$ cat src/xsl_pkg.sv
// Purpose: Shared constants and types for the expansion slot interface
// Assumes: One 10 MHz clock, synchronous active-high reset
// Notes:   All pin-side values are active low unless named otherwise
`default_nettype none
package xsl_pkg;
   // ======================================================
   // Configuration space
   localparam logic [15:0] CFG_BASE_LOW  = 16'h00e8;
   localparam logic [15:0] CFG_BASE_HIGH = 16'hff00;
   localparam int          PULLUP_OHMS   = 1000;
   // ======================================================
   // Reset values
   localparam logic        RST_NEGATED   = 1'b1;
   localparam logic        RST_RELEASED  = 1'b1;
   localparam logic [2:0]  SPACE_NONE    = 3'h0;
   // ======================================================
   // Memory space codes
   localparam logic [2:0]  SPACE_UDATA   = 3'h1;
   localparam logic [2:0]  SPACE_UPROG   = 3'h2;
   localparam logic [2:0]  SPACE_SDATA   = 3'h5;
   localparam logic [2:0]  SPACE_SPROG   = 3'h6;
   localparam logic [2:0]  SPACE_CPU     = 3'h7;

   typedef enum logic [1:0] {
      KIND_NONE,
      KIND_MEM,
      KIND_CPU
   } xsl_kind_t;

   typedef enum logic [1:0] {
      CYC_IDLE,
      CYC_SLAVE,
      CYC_OTHER,
      CYC_LEGACY
   } xsl_cyc_t;

   // Address-phase bundle as seen on the pins
   typedef struct packed {
      logic [31:8] high_addr;
      logic [7:2]  low_addr;
      logic [2:0]  space;
      logic        read;
   } xsl_addr_t;

   // Strobe and control inputs bundle
   typedef struct packed {
      logic fcs_n;
      logic ccs_n;
      logic short_cycle_strobe_n_n;
      logic bus_error_n_n;
      logic buffered_io_reset_n_n;
      logic cfgin_n;
      logic sense;
      logic bgn_n;
      logic legacy_bus_want_n_n;
   } xsl_ctl_t;
endpackage
`default_nettype wire

$ cat src/xsl_slot.sv
// Purpose: Slot-side control of an expansion card on the 32-bit async bus
// Assumes: Pins pass two flip-flops; user side is on clk_in
// Notes:   Summary of operation follows
// Summary of operation
// Assert slot response quickly on own address
// Controller flags collisions with bus error
// Release slot response during quick interrupt cycles
// Unconfigured, chain-in low: answer configuration space
// Chain-out negated until configured or silenced
// Backplane forwards chain across empty slots
// Sense low means legacy backplane
// Legacy backplane unsupported: disable, pass chain through
// Never drive the bus-ownership line
// Toggle bus request to register, unregister
// Controller grants one card, one cycle
// Never drive the grant-acknowledge line
// Bus-want shows only legacy requests pending
// Read-enable valid whole cycle, high reads
// Read-enable set before the cycle strobe
// Latch high address at full strobe fall
// Short low address used without latching
// Memory-space code valid whole cycle
// Decode memory-space code; reserved gets nothing
// Low configuration cycles run legacy style
// Configuration: cache inhibit, no multi-transfer ack
// Compat strobe without full strobe is legacy
// Buffered reset clears configuration logic
// Bus error tri-states bus outputs
// Full strobe starts every native cycle
`default_nettype none
module xsl_slot #(
   parameter bit          LEGACY_OK  = 1'b0,
   parameter bit          QUICK_INT  = 1'b0,
   parameter int          MEM_BITS   = 8
) (
   input  wire logic                 clk_in,
   input  wire logic                 reset_in,
   input  wire xsl_pkg::xsl_addr_t   addr_in,
   input  wire xsl_pkg::xsl_ctl_t    ctl_in,
   input  wire logic [MEM_BITS-1:0]  mem_base_in,
   input  wire logic                 cfg_done_in,
   input  wire logic                 cfg_shutup_in,
   input  wire logic                 master_on_in,
   output logic                      slot_response_n_out,
   output logic                      slot_response_oe_n_out,
   output logic                      bus_oe_n_out,
   output logic                      cache_inhibit_n_out,
   output logic                      multi_transfer_ack_n_out,
   output logic                      chain_enable_out_n_out,
   output logic                      slot_bus_request_n_out,
   output logic                      bus_granted_out,
   output logic                      legacy_want_out,
   output logic                      configured_out,
   output logic                      config_cycle_out,
   output logic                      legacy_cycle_out,
   output xsl_pkg::xsl_addr_t        cycle_addr_out
);
   localparam xsl_pkg::xsl_ctl_t CTL_INIT = '{
      fcs_n: 1'b1, ccs_n: 1'b1, short_cycle_strobe_n_n: 1'b1, bus_error_n_n: 1'b1, buffered_io_reset_n_n: 1'b1,
      cfgin_n: 1'b1, sense: 1'b1, bgn_n: 1'b1, legacy_bus_want_n_n: 1'b1};

   xsl_pkg::xsl_addr_t s_addr;
   xsl_pkg::xsl_ctl_t  s_ctl;
   xsl_pkg::xsl_cyc_t  cyc_r;
   logic               fcs_d_r;
   logic               conf_r;
   logic               reg_r;
   logic               bus_error_n_c;
   logic               fcs_fall;
   logic               disabled;
   logic               hit_cfg;
   logic               hit_mem;
   logic               cpu_cyc;

   // ======================================================
   // Pin synchronisers
   xsl_sync #(.W($bits(xsl_pkg::xsl_addr_t)), .INIT('0)) u_sync_addr (
      .clk_in   (clk_in),
      .reset_in (reset_in),
      .d_in     (addr_in),
      .q_out    (s_addr)
   );
   xsl_sync #(.W($bits(xsl_pkg::xsl_ctl_t)), .INIT(CTL_INIT)) u_sync_ctl (
      .clk_in   (clk_in),
      .reset_in (reset_in),
      .d_in     (ctl_in),
      .q_out    (s_ctl)
   );

   // ======================================================
   // Decode helpers
   function automatic xsl_pkg::xsl_kind_t space_kind(input logic [2:0] code);
      if (code == xsl_pkg::SPACE_UDATA || code == xsl_pkg::SPACE_UPROG ||
          code == xsl_pkg::SPACE_SDATA || code == xsl_pkg::SPACE_SPROG) begin
         space_kind = xsl_pkg::KIND_MEM;
      end else if (code == xsl_pkg::SPACE_CPU) begin
         space_kind = xsl_pkg::KIND_CPU;
      end else begin
         space_kind = xsl_pkg::KIND_NONE;
      end
   endfunction

   // Address and strobe travel through equal sync depth, so address aligns with the edge
   assign fcs_fall = !s_ctl.fcs_n && fcs_d_r;
   assign bus_error_n_c   = !s_ctl.bus_error_n_n;
   // Pulled-up sense: grounded only by a legacy backplane
   assign disabled = !s_ctl.sense && !LEGACY_OK;
   assign cpu_cyc  = space_kind(s_addr.space) == xsl_pkg::KIND_CPU;
   assign hit_cfg  = !conf_r && !s_ctl.cfgin_n && !disabled &&
                     space_kind(s_addr.space) == xsl_pkg::KIND_MEM &&
                     (s_addr.high_addr[31:16] == xsl_pkg::CFG_BASE_LOW ||
                      s_addr.high_addr[31:16] == xsl_pkg::CFG_BASE_HIGH);
   assign hit_mem  = conf_r && !disabled &&
                     space_kind(s_addr.space) == xsl_pkg::KIND_MEM &&
                     s_addr.high_addr[31 -: MEM_BITS] == mem_base_in;

   // ======================================================
   // Cycle tracking
   always_ff @(posedge clk_in) begin
      if (reset_in) begin
         fcs_d_r <= xsl_pkg::RST_NEGATED;
      end else begin
         fcs_d_r <= s_ctl.fcs_n;
      end
   end

   always_ff @(posedge clk_in) begin
      if (reset_in) begin
         cyc_r            <= xsl_pkg::CYC_IDLE;
         config_cycle_out <= 1'b0;
         cycle_addr_out   <= '0;
      end else begin
         case (cyc_r)
            xsl_pkg::CYC_IDLE: begin
               if (fcs_fall) begin
                  cycle_addr_out   <= s_addr;
                  config_cycle_out <= hit_cfg;
                  cyc_r <= (hit_cfg || hit_mem) ? xsl_pkg::CYC_SLAVE
                                                : xsl_pkg::CYC_OTHER;
               end else if (!s_ctl.ccs_n && s_ctl.fcs_n) begin
                  cyc_r <= xsl_pkg::CYC_LEGACY;
               end
            end
            xsl_pkg::CYC_SLAVE, xsl_pkg::CYC_OTHER: begin
               // Low address and read are held by the master, so track them live
               cycle_addr_out.low_addr <= s_addr.low_addr;
               cycle_addr_out.read     <= s_addr.read;
               if (s_ctl.fcs_n) begin
                  cyc_r            <= xsl_pkg::CYC_IDLE;
                  config_cycle_out <= 1'b0;
               end
            end
            xsl_pkg::CYC_LEGACY: begin
               if (s_ctl.ccs_n) begin
                  cyc_r <= xsl_pkg::CYC_IDLE;
               end
            end
            default: cyc_r <= xsl_pkg::CYC_IDLE;
         endcase
      end
   end

   // ======================================================
   // Slave response and bus outputs
   always_ff @(posedge clk_in) begin
      if (reset_in) begin
         slot_response_n_out      <= xsl_pkg::RST_NEGATED;
         slot_response_oe_n_out   <= xsl_pkg::RST_NEGATED;
         bus_oe_n_out             <= xsl_pkg::RST_NEGATED;
         cache_inhibit_n_out      <= xsl_pkg::RST_NEGATED;
         legacy_cycle_out         <= 1'b0;
      end else begin
         slot_response_n_out    <= !(fcs_fall && (hit_cfg || hit_mem)) &&
                                   !(cyc_r == xsl_pkg::CYC_SLAVE && !s_ctl.fcs_n);
         // Quick interrupt cards let the controller own the line in CPU space
         slot_response_oe_n_out <= bus_error_n_c || (QUICK_INT && cpu_cyc) || disabled;
         bus_oe_n_out           <= bus_error_n_c || cyc_r != xsl_pkg::CYC_SLAVE;
         // Card is not cacheable, so inhibit rides with every response
         cache_inhibit_n_out    <= !(cyc_r == xsl_pkg::CYC_SLAVE);
         legacy_cycle_out       <= cyc_r == xsl_pkg::CYC_LEGACY;
      end
   end

   // No multi-transfer support keeps config cycles legacy-shaped
   always_ff @(posedge clk_in) begin
      if (reset_in) begin
         multi_transfer_ack_n_out <= xsl_pkg::RST_NEGATED;
      end else begin
         multi_transfer_ack_n_out <= xsl_pkg::RST_NEGATED;
      end
   end

   // ======================================================
   // Configuration chain
   always_ff @(posedge clk_in) begin
      if (reset_in || !s_ctl.buffered_io_reset_n_n) begin
         conf_r <= 1'b0;
      end else if (config_cycle_out && (cfg_done_in || cfg_shutup_in)) begin
         conf_r <= 1'b1;
      end
   end

   always_ff @(posedge clk_in) begin
      if (reset_in || !s_ctl.buffered_io_reset_n_n) begin
         chain_enable_out_n_out <= xsl_pkg::RST_NEGATED;
      end else if (disabled) begin
         chain_enable_out_n_out <= s_ctl.cfgin_n;
      end else begin
         chain_enable_out_n_out <= !conf_r;
      end
      if (reset_in) begin
         configured_out <= 1'b0;
      end else begin
         configured_out <= conf_r;
      end
   end

   // ======================================================
   // Mastering: ownership and grant-ack lines have no driver here  // R9 R12
   always_ff @(posedge clk_in) begin
      if (reset_in) begin
         reg_r                  <= 1'b0;
         slot_bus_request_n_out <= xsl_pkg::RST_NEGATED;
         bus_granted_out        <= 1'b0;
         legacy_want_out        <= 1'b0;
      end else begin
         if (master_on_in != reg_r && !disabled) begin
            reg_r                  <= master_on_in;
            slot_bus_request_n_out <= !slot_bus_request_n_out;
         end
         bus_granted_out <= reg_r && !s_ctl.bgn_n;
         legacy_want_out <= !s_ctl.legacy_bus_want_n_n;
      end
   end
endmodule
`default_nettype wire

$ cat src/xsl_sync.sv
// Purpose: Two-stage synchroniser for a group of pin inputs
// Assumes: Inputs asynchronous to clk_in
// Notes:   First stage feeds only the second stage
`default_nettype none
module xsl_sync #(
   parameter int          W        = 1,
   parameter logic [W-1:0] INIT    = '0
) (
   input  wire logic         clk_in,
   input  wire logic         reset_in,
   input  wire logic [W-1:0] d_in,
   output logic      [W-1:0] q_out
);
   logic [W-1:0] meta_r;

   always_ff @(posedge clk_in) begin
      if (reset_in) begin
         meta_r <= INIT;
         q_out  <= INIT;
      end else begin
         meta_r <= d_in;
         q_out  <= meta_r;
      end
   end
endmodule
`default_nettype wire

$ cat config.mk
export PLATFORM = sky130hd
export DESIGN_NAME = xsl_slot
export DESIGN_NICKNAME = d
export VERILOG_FILES = /design/src/xsl_pkg.sv /design/src/xsl_slot.sv /design/src/xsl_sync.sv
export SDC_FILE = /design/constraint.sdc
export NUM_CORES = 1
export LEC_CHECK = 0
export ABC_AREA = 1
export BUFFER_PORTS_ARGS = -buffer_cell sky130_fd_sc_hd__buf_2
export CELL_PAD_IN_SITES_DETAIL_PLACEMENT = 1
export CELL_PAD_IN_SITES_GLOBAL_PLACEMENT = 1
export CORE_MARGIN = 2
export CORE_UTILIZATION = 39
export CTS_CLUSTER_SIZE = 14
export DETAILED_ROUTE_END_ITERATION = 10
export PLACE_DENSITY_LB_ADDON = 0.1
export SLEW_MARGIN = 20
export SYNTH_ARGS = -nofsm -noshare
export SYNTH_HDL_FRONTEND = slang
export SYNTH_SLANG_ARGS = --single-unit
$ cat constraint.sdc
create_clock -name clk_in -period 1.45 [get_ports clk_in]
set_input_delay 0.145 -clock clk_in [delete_from_list [all_inputs] [get_ports clk_in]]
set_output_delay 0.145 -clock clk_in [all_outputs]
set_load 0.005 [all_outputs]
==> results.json, run 1 <==
{
  "avgSynthCellArea_sq_um": 8.23,
  "route.detailed.drc": 0,
  "synth-seq-area-share_pct": 59.7,
  "die_w_microns": 111,
  "layout-drive-gt1-share_pct": 26.6,
  "die_y_microns": 111,
  "grtUsageMet2_pct": 32.7,
  "p_leak_nw": 3.06,
  "die_area_sq_mm": 0.0124,
  "netSwitchingPower_mw": 2.44,
  "clk_pin_slew_ns": 0.06,
  "antenna_left": 0,
  "grtUsageMet1_pct": 18.5,
  "vdd_drop_max_uv": 1090,
  "synth_ff_type": "dfxtp_1",
  "slew_headroom_pct": 62.0,
  "cts_num_sinks": 134,
  "skew_ns": 0.00500,
  "arrival_ns": 1.68,
  "seq_power_share_pct": 40.8,
  "whs_endpoint": "conf_r",
  "worstMarginPinSlew_ns": 0.570,
  "syn-cell-area_sq_mm": 0.00449,
  "required_ns": 1.73,
  "viasPerCell": 4.40,
  "grt_max_degree": 56,
  "whs_path_depth": 3,
  "r2r_start": "cyc_r[1]",
  "setup_viol": 0,
  "crit_type": "flop to flop",
  "dpl_cell_area_sq_mm": 0.00513,
  "clkPwrFrac_pct": 45.6,
  "clock.fmax_ghz": 0.717,
  "start_util_pct": 39.7,
  "overflow": 0,
  "layout_common_cells": "dfxtp_1 (128), inv_1 (103), buf_2 (98)",
  "ys_async_sr_fraction_pct": 0,
  "netlist_instances": 546,
  "cp_max_fo": 3,
  "synth-edff-count": 0,
  "rr_worst_depth": 9,
  "synth_fp_nets": 605,
  "critPathCaptureType": "flop",
  "p_sw_share_pct": 24.2,
  "final_common_cell": "dfxtp_1",
  "fin_nets": 763,
  "hold_class": "primary input to flop",
  "power_density_mw_per_mm2": 1590,
  "max-cap-violations": 0,
  "hpwl_microns": 6930,
  "std_cell_rows": 39,
  "drt_pass1_iterations": 4,
  "grt_usage_pct": 18.3,
  "gp_congestion": 0.737,
  "root_buffer": "clkbuf_16",
  "numCtsBuffers": 17,
  "met3_usage_pct": 6.83,
  "wl_per_cell_microns": 12.7,
  "fillers": 1384,
  "min_period_ns": 1.39,
  "core_area_sq_mm": 0.0113,
  "fin_area_sq_mm": 0.00633,
  "first_iter_violations": 95,
  "first_global_vias": 3805,
  "clock_latency_ns": 0.42,
  "vias": 3792,
  "netlist-cell-type-count": 23,
  "grt.busiest_layer": "met2",
  "grt_pass1_wl_microns": 17500,
  "combinationalPowerShare_pct": 13.6,
  "status": "finished clean",
  "clock_path_buffers": 2,
  "whs_ns": 0.0506,
  "cp-start-kind": "flop",
  "grt_antenna_before_repair": 1,
  "p_int_mw": 7.64,
  "reg2reg_slack_ns": 0.06,
  "drv_slew": 0,
  "syn_to_final_growth_pct": 40.9,
  "reg2reg_to": "cyc_r[0]",
  "wl_microns": 10900,
  "synth-seq-cells": 134,
  "ioPinCount": 102,
  "cts_tree": "yes",
  "finalCritPeriodShare_pct": 96.2,
  "final_cells": 861,
  "h-tree-depth": 4,
  "hold_viol": 0,
  "dp.cells": 778,
  "io_buffers": 99,
  "hold_path_startpoint": "cfg_done_in",
  "yosysWarnings": 0
}
-- registers in the layout (all words and copies together), names as in the netlist, 2 cells and up --
register            flops
u_sync_addr.meta_r     34
u_sync_ctl.meta_r       8
cyc_r                   2
cycle_addr_out         34
u_sync_ctl.q_out        8
u_sync_addr.q_out      34
-- worst max-delay path by stage --
stage	start	to	slack, ns	cells past startpoint
2_1_floorplan	cyc_r[0]	cycle_addr_out[6]	0.11	8
3_3_place_gp	u_sync_addr.q_out[1]	cyc_r[1]	0.03	9
3_5_place_dp	cyc_r[1]	cyc_r[1]	-0.02	9
4_1_cts	cyc_r[1]	cyc_r[1]	0.03	9
5_1_grt	cyc_r[0]	cyc_r[1]	-0.008	9
6_report	cyc_r[1]	cyc_r[0]	0.06	9
-- cell usage after synthesis, types with 2 or more instances --
master / count / area, sq um
buf_12: 2 / 40.0
o21ai_1: 2 / 10.0
inv_1: 108 / 405
or2_2: 17 / 106
nand2_1: 87 / 327
a21oi_1: 40 / 200
nand4_1: 2 / 12.5
clkbuf_1: 15 / 56.3
ha_1: 3 / 37.5
dfxtp_1: 134 / 2680
buf_6: 3 / 33.8
o21ai_0: 20 / 100
nand3_1: 9 / 45.0
nor2_1: 95 / 357
-- routing by layer --
layer / vias to the layer above / wire length (microns)
li1: 1931 / -
met1: 1750 / 4470
met2: 84 / 5640
met3: 27 / 465
met4: 0 / 339
met5: - / 0
-- critical path: stages (launching register included) --
cell	delay [ns]
dfxtp_2	0.36
inv_2	0.06
ha_4	0.28
inv_2	0.04
nor2_2	0.14
inv_2	0.05
nand4_1	0.13
inv_2	0.06
nand2_1	0.07
a21oi_1	0.06
-- stage by stage --
| step | total power [mW] | worst slack [ns] | setup TNS, ns | utilization [%] |
|---|---|---|---|---|
| 6_report | 10.1 | 0.0552 | 0 | 55.9 |
| 5_1_grt | 10.5 | -0.00811 | -0.0117 | 55.9 |
| 4_1_cts | 10.1 | 0.0256 | 0 | 55.3 |
| 3_5_place_dp | 5.26 | -0.0217 | -0.0611 | 45.3 |
| 3_3_place_gp | 5.20 | 0.0323 | 0 | 45.3 |
| 2_1_floorplan | 4.87 | 0.111 | 0 | - |
-- logic make-up after synthesis --
kind of cell	Yosys count	share of synthesized area [%]
XOR/XNOR	1	0.195
other	1	0.0835
buffers and inverters	130	12.2
adder cells (fa/ha/maj)	3	0.836
flip-flops	134	59.7
AND/OR/NAND/NOR	213	19.5
AO/OA/AOI/OAI	64	7.41
-- layout make-up --
cell class | instances | area (sq um) | share of cell area, %
Clock inverter | 12 | 175 | 2.77
Multi-Input combinational cell | 282 | 1310 | 20.7
Clock buffer | 20 | 467 | 7.37
Sequential cell | 134 | 2690 | 42.5
Antenna cell | 1 | 2.50 | 0.0395
Inverter | 109 | 412 | 6.50
Timing Repair Buffer | 160 | 1090 | 17.3
Tap cell | 143 | 179 | 2.83
-- power by group through the flow --
stage / combinational (mW) / sequential [mW] / clock (mW)
finish: 1.37 / 4.11 / 4.60
global route: 1.54 / 4.14 / 4.83
CTS: 1.33 / 4.11 / 4.67
detailed placement: 1.08 / 4.19 / 0
global placement: 1.03 / 4.17 / 0
floorplan: 0.678 / 4.19 / 0
-- timing repair --
action	4_1_cts	5_1_grt
hold buffers	45	0
gates cloned	0	0
setup buffers	2	3
pin swaps	0	6
endpoints found under the setup margin	10	4
resized for setup	3	22
endpoints found under the hold margin	46	0
No activity file was read; power rests on OpenSTA's default activity.
==> run 2: changes to the inputs <==
--- a/config.mk
+++ b/config.mk
@@ -5,12 +5,11 @@
 export SDC_FILE = /design/constraint.sdc
 export NUM_CORES = 1
 export LEC_CHECK = 0
-export ABC_AREA = 1
 export BUFFER_PORTS_ARGS = -buffer_cell sky130_fd_sc_hd__buf_2
 export CELL_PAD_IN_SITES_DETAIL_PLACEMENT = 1
 export CELL_PAD_IN_SITES_GLOBAL_PLACEMENT = 1
 export CORE_MARGIN = 2
-export CORE_UTILIZATION = 39
+export CORE_UTILIZATION = 40
 export CTS_CLUSTER_SIZE = 14
 export DETAILED_ROUTE_END_ITERATION = 10
 export PLACE_DENSITY_LB_ADDON = 0.1
==> run 2 against run 1 <==
The flow now finishes with violations (negative setup slack); combinational power increased by 12%; hold slack improved by 0.071 ns; clock skew grew 0.0016 ns; register-to-register slack worse by 0.32 ns; clock-buffer cell count grew 3; sequential power is 3% lower; via count is 11% lower; setup slack got worse by 0.32 ns; maximum frequency down 19%; routed wire length rose by 1.7%; synthesized cell count down 25%; sequential share of layout area barely moved; critical endpoint is now config_cycle_out.
==> results.json, run 2 <==
{
  "die_area_sq_mm": 0.0115,
  "synth_top_area_share_pct": 62.8,
  "drt_pass1_iterations": 4,
  "overflow": 0,
  "die_w_microns": 107,
  "ioPinCount": 102,
  "viasPerCell": 4.58,
  "drv_slew": 0,
  "final_util_pct": 61.3,
  "whs_ns": 0.122,
  "crit_path_start": "u_sync_addr.q_out[26]",
  "synth-edff-count": 0,
  "h-tree-depth": 4,
  "setup_tns_ns": -0.974,
  "hpwl_microns": 6800,
  "synth-seq-area-share_pct": 62.8,
  "ff_latch_area_sq_mm": 0.00269,
  "wl_per_cell_microns": 15.1,
  "layout-drive-gt1-share_pct": 31.3,
  "reg2reg_slack_ns": -0.27,
  "netlist_instances": 410,
  "hold_class": "primary input to flop",
  "synth_most_common_cell": "dfxtp_1",
  "first_global_vias": 3520,
  "antenna_left": 0,
  "final.setup.worst_slack_ns": -0.268,
  "numCtsBuffers": 17,
  "syn_to_final_growth_pct": 48.3,
  "top_regs": "cycle_addr_out x34, u_sync_addr.meta_r x34, u_sync_addr.q_out x34",
  "status": "finished with violations",
  "avgSynthCellArea_sq_um": 10.4,
  "grt_usage_pct": 19.6,
  "fillers": 1131,
  "synth-seq-cells": 134,
  "netlist-cell-type-count": 42,
  "clock_latency_ns": 0.51,
  "first_iter_violations": 75,
  "r2r_start": "u_sync_addr.q_out[26]",
  "arrival_ns": 2.17,
  "cts_num_sinks": 134,
  "yosys-top-cells-area": "dfxtp_1 (63%), nor2b_1 (10%), nand2_1 (5.0%)",
  "ys_async_sr_fraction_pct": 0,
  "rsz0062_at_grt": "yes",
  "hold_viol": 0,
  "required_ns": 1.90,
  "grt_pass1_wl_microns": 17100,
  "whs_path_depth": 4,
  "synth_top_area_cell": "dfxtp_1",
  "synth_ff_type": "dfxtp_1",
  "crit_end": "config_cycle_out",
  "std_cell_rows": 37,
  "rr_worst_depth": 5,
  "clk_pin_slew_ns": 0.06,
  "synth_common_cells": "dfxtp_1 (134), nor2b_1 (70), nand2_1 (57)",
  "skew_ns": 0.00660,
  "min_period_ns": 1.72,
  "clock_path_buffers": 2,
  "cp-start-kind": "flop",
  "final_common_cell": "dfxtp_1",
  "io_buffers": 99,
  "gp_congestion": 0.762,
  "p_leak_nw": 2.68,
  "wl_microns": 11100,
  "yosysWarnings": 0,
  "layout_common_cells": "dfxtp_1 (130), buf_2 (98), nor2b_1 (69)",
  "multi_input_area_sq_mm": 0.00156,
  "cp_max_fo": 2,
  "place_ws_ns": -0.259,
  "clock.fmax_ghz": 0.582,
  "fin_nets": 644,
  "grt_antenna_before_repair": 1,
  "max-cap-violations": 0,
  "finalCritPeriodShare_pct": 118,
  "vdd_drop_max_uv": 872,
  "critPathCaptureType": "flop",
  "crit_type": "flop to flop",
  "start_util_pct": 41.4,
  "die_y_microns": 107,
  "vias": 3363,
  "grt_max_degree": 49,
  "core_area_sq_mm": 0.0103,
  "synth_fp_nets": 469,
  "root_buffer": "clkbuf_8",
  "syn-cell-area_sq_mm": 0.00427,
  "violations": "negative setup slack",
  "power_density_mw_per_mm2": 1560,
  "reg2reg_to": "config_cycle_out",
  "cts_tree": "yes",
  "route.detailed.drc": 0,
  "setup_viol": 5
}
## run 2: cell types whose count changed in the layout (fill, tap and decap cells not counted), moves of 6 or more
cell and delta:
mux2i_1 +6, a21oi_1 -9, nand2_1 -27, or2_2 -17, xnor2_1 +8, nor2b_1 +69, or2_1 +18, o21ai_0 -17
inv_1 -102, clkinvlp_4 -6, nor2_1 -80, buf_4 +14, nand3_1 -7
## run 2: metal layers
| metal | vias to the layer above | track usage [%] | share of wire [%] |
|---|---|---|---|
| met5 | - | 0 | 0 |
| met4 | 0 | 9.18 | 1.7 |
| met3 | 16 | 5.15 | 3.9 |
| met2 | 76 | 34.3 | 51 |
| met1 | 1605 | 22.3 | 43 |
| li1 | 1666 | - | - |
## run 2: how the worst min path moves through the flow
stage	startpoint	end	slack [ns]
6_report	cfg_done_in	conf_r	0.12
4_1_cts	cfg_done_in	conf_r	0.09
5_1_grt	cfg_done_in	conf_r	0.12
3_5_place_dp	ctl_in[1]	u_sync_ctl.meta_r[1]	0.33
3_3_place_gp	ctl_in[1]	u_sync_ctl.meta_r[1]	0.32
2_1_floorplan	ctl_in[0]	u_sync_ctl.meta_r[0]	0.24
## run 2: kinds of logic (layout without fill, tap and decap cells)
group,count (synthesis),in the layout,share of synthesized area [%]
adder cells (fa/ha/maj),3,3,0.879
multiplexers,8,8,1.88
flip-flops,134,134,62.8
AO/OA/AOI/OAI,44,44,6.04
AND/OR/NAND/NOR,183,183,23.4
other,1,2,0.0878
XOR/XNOR,10,10,2.23
buffers and inverters,27,215,2.67
## run 2: area by class of cell
| type | instances | share of cell area, % |
|---|---|---|
| diodes | 1 | 0.0395 |
| clock buffers | 23 | 7.21 |
| clock inverters | 9 | 2.35 |
| inverters | 4 | 0.277 |
| multi-input cells | 249 | 24.7 |
| flip-flops and latches | 134 | 42.5 |
| well taps | 136 | 2.69 |
| repair buffers | 179 | 20.3 |
## run 2: what timing repair did
item	CTS	global route
cloned	0	1
buffers inserted	2	1
pin swaps	5	4
setup endpoints to repair	11	25
hold endpoints to repair	49	0
gates resized for setup	11	10
hold buffers	46	0
## run 2: metrics by stage
step	instance area, sq um	total power, mW	std cells
6_report	6330	9.89	735
5_1_grt	6330	10.3	735
4_1_cts	6260	9.88	732
3_5_place_dp	5140	5.24	652
3_3_place_gp	5140	5.19	652
2_1_floorplan	4300	4.68	410
## run 2: power by group
| group | switching, mW | internal [mW] | leakage [nW] | total, mW |
|---|---|---|---|---|
| registers | 0.0999 | 3.89 | 1.10 | 3.99 |
| clock network | 1.51 | 2.88 | 0.300 | 4.38 |
| logic | 0.679 | 0.847 | 1.27 | 1.53 |
| total | 2.29 | 7.61 | 2.68 | 9.89 |
## run 2: critical path: stages (launching register included)
cell	delay, ns
dfxtp_2	0.31
or4b_4	0.53
nor3_2	0.18
o2111ai_2	0.16
or3_1	0.35
a21oi_2	0.13
==> run 3: changes to the inputs <==
--- a/config.mk
+++ b/config.mk
@@ -8,6 +8,7 @@
 export BUFFER_PORTS_ARGS = -buffer_cell sky130_fd_sc_hd__buf_2
 export CELL_PAD_IN_SITES_DETAIL_PLACEMENT = 1
 export CELL_PAD_IN_SITES_GLOBAL_PLACEMENT = 1
+export CORE_ASPECT_RATIO = 0.6
 export CORE_MARGIN = 2
 export CORE_UTILIZATION = 40
 export CTS_CLUSTER_SIZE = 14
@@ -16,4 +17,5 @@
 export SLEW_MARGIN = 20
 export SYNTH_ARGS = -nofsm -noshare
 export SYNTH_HDL_FRONTEND = slang
+export SYNTH_HIERARCHICAL = 1
 export SYNTH_SLANG_ARGS = --single-unit
==> run 3 against run 2 <==
The run still ends with negative setup slack left; clock power rose by 2%; combinational power fell by 42%; first-iteration DRC count fell by 17%; power fell by 6.4%; synthesized cell count fell by 0.49%; global-route usage rose by 0.21 points.
==> results.json, run 3 <==
{
  "netlist_instances": 408,
  "cts_num_sinks": 134,
  "die_w_microns": 138,
  "cp_max_fo": 2,
  "crit_buf_inv": 0,
  "cts_tree": "yes",
  "finalCritPeriodShare_pct": 117,
  "hold_path_startpoint": "master_on_in",
  "min_period_ns": 1.70,
  "yosysWarnings": 6,
  "io_buffers": 99,
  "syn_to_final_growth_pct": 45.2,
  "met1Wirelength_microns": 4920,
  "status": "finished with violations",
  "overflow": 0,
  "layout-drive-gt1-share_pct": 32.0,
  "hold_viol": 0,
  "wl_microns": 10800,
  "ioPinCount": 102,
  "vdd_drop_max_uv": 962,
  "cpLargestDelayFamily": "simple AND/OR/NAND/NOR gates",
  "crit_type": "flop to flop",
  "gp_congestion": 0.795,
  "r2r_start": "u_sync_addr/q_out[29]",
  "hpwl_microns": 7160,
  "cp-start-kind": "flop",
  "fin_area_sq_mm": 0.00625,
  "syn-cell-area_sq_mm": 0.00431,
  "root_buffer": "clkbuf_16",
  "std_cell_rows": 29,
  "layout_common_cells": "dfxtp_1 (128), buf_2 (98), nor2b_1 (69)",
  "whs_endpoint": "reg_r",
  "hold_class": "primary input to flop",
  "drt_pass1_iterations": 4,
  "power_density_mw_per_mm2": 1480,
  "wl_met3_microns": 462,
  "synth_fp_nets": 467,
  "drv_slew": 0,
  "insertedDiodeCount": 0,
  "wl_per_cell_microns": 14.8,
  "grt_usage_pct": 19.8,
  "reg2reg_slack_ns": -0.25,
  "reg2reg_to": "config_cycle_out",
  "viasPerCell": 4.54,
  "first_iter_violations": 62,
  "clock.fmax_ghz": 0.590,
  "clk_pin_slew_ns": 0.06,
  "setup_tns_ns": -0.771,
  "route.detailed.drc": 0,
  "h-tree-depth": 4,
  "critPathCaptureType": "flop",
  "die_y_microns": 84.4,
  "max-cap-violations": 0,
  "setup_viol": 6,
  "clock_path_buffers": 2,
  "top_layer": "met4",
  "p_leak_nw": 2.62,
  "antenna_left": 0,
  "first_global_vias": 3575,
  "required_ns": 1.78,
  "start_util_pct": 40.9,
  "grt_max_degree": 46,
  "top_regs": "cycle_addr_out x34, u_sync_addr/meta_r x34, u_sync_addr/q_out x34",
  "power_mw": 9.26,
  "fin_nets": 636,
  "numCtsBuffers": 17,
  "final.setup.worst_slack_ns": -0.245,
  "core_area_sq_mm": 0.0105,
  "arrival_ns": 2.03,
  "crit_path_max_incr_delay_ns": 0.52,
  "dpl_cell_area_sq_mm": 0.00510,
  "clock_latency_ns": 0.41,
  "violations": "negative setup slack",
  "skew_ns": 0.00992,
  "die_area_sq_mm": 0.0116,
  "wl_met2_microns": 5280,
  "vias": 3308,
  "critical_path.slowest_cell": "or4_4",
  "path_cells": "or4_4 > nor3_2 > o2111ai_2 > or3_1 > a21oi_1",
  "grt_antenna_before_repair": 0,
  "rsz0062_at_grt": "yes",
  "rr_worst_depth": 5,
  "avgSynthCellArea_sq_um": 10.6,
  "grt_pass1_wl_microns": 17400,
  "whs_path_depth": 3,
  "final_common_cell": "dfxtp_1"
}
[run 3: per-stage QoR]
stage          hold WS, ns  setup slack (ns)  instances  util [%]
2_1_floorplan        0.242            -0.138        408         -
6_report            0.0153            -0.245        729      59.4
3_3_place_gp         0.322            -0.234        650      48.5
3_5_place_dp         0.327            -0.276        650      48.5
5_1_grt            0.00752            -0.316        729      59.4
4_1_cts            0.00423            -0.235        727      58.9
[run 3: routing by layer]
layer	vias to the layer above	global-route usage, %
li1	1652	-
met1	1578	23.9
met2	68	32.9
met3	10	6.76
met4	0	7.51
met5	-	0
[run 3: worst reg2reg max path: stages, from the launching register on]
cell       delay, ns
dfxtp_2         0.32
or4_4           0.52
nor3_2          0.21
o2111ai_2       0.13
or3_1           0.33
a21oi_1         0.11
[run 3: worst max-delay path by stage]
stage,from,end,slack [ns],cells past startpoint
2_1_floorplan,u_sync_addr/q_out[33],config_cycle_out,-0.14,5
3_3_place_gp,u_sync_addr/q_out[33],config_cycle_out,-0.23,5
3_5_place_dp,u_sync_addr/q_out[33],config_cycle_out,-0.28,5
4_1_cts,u_sync_addr/q_out[29],config_cycle_out,-0.23,5
5_1_grt,u_sync_addr/q_out[20],config_cycle_out,-0.32,5
6_report,u_sync_addr/q_out[29],config_cycle_out,-0.25,5
[run 3: area by class of cell]
class	instances	area (sq um)
Fill cell	1132	4270
Sequential cell	134	2690
Multi-Input combinational cell	246	1550
Timing Repair Buffer	173	1200
Clock buffer	22	484
Tap cell	139	174
Clock inverter	10	144
Inverter	5	18.8
[run 3: repair_timing]
| item | in CTS | in global routing |
|---|---|---|
| buffers inserted | 5 | 1 |
| endpoints found under the setup margin | 30 | 13 |
| hold buffers | 40 | 1 |
| endpoints found under the hold margin | 40 | 1 |
| gates resized for setup | 7 | 9 |
| gates cloned | 0 | 0 |
| pin swaps | 4 | 4 |
[run 3: power by group]
part           switching, mW  internal (mW)  total, mW
Clock                   1.56           2.90       4.46
Combinational          0.392          0.502      0.894
Sequential            0.0660           3.84       3.90
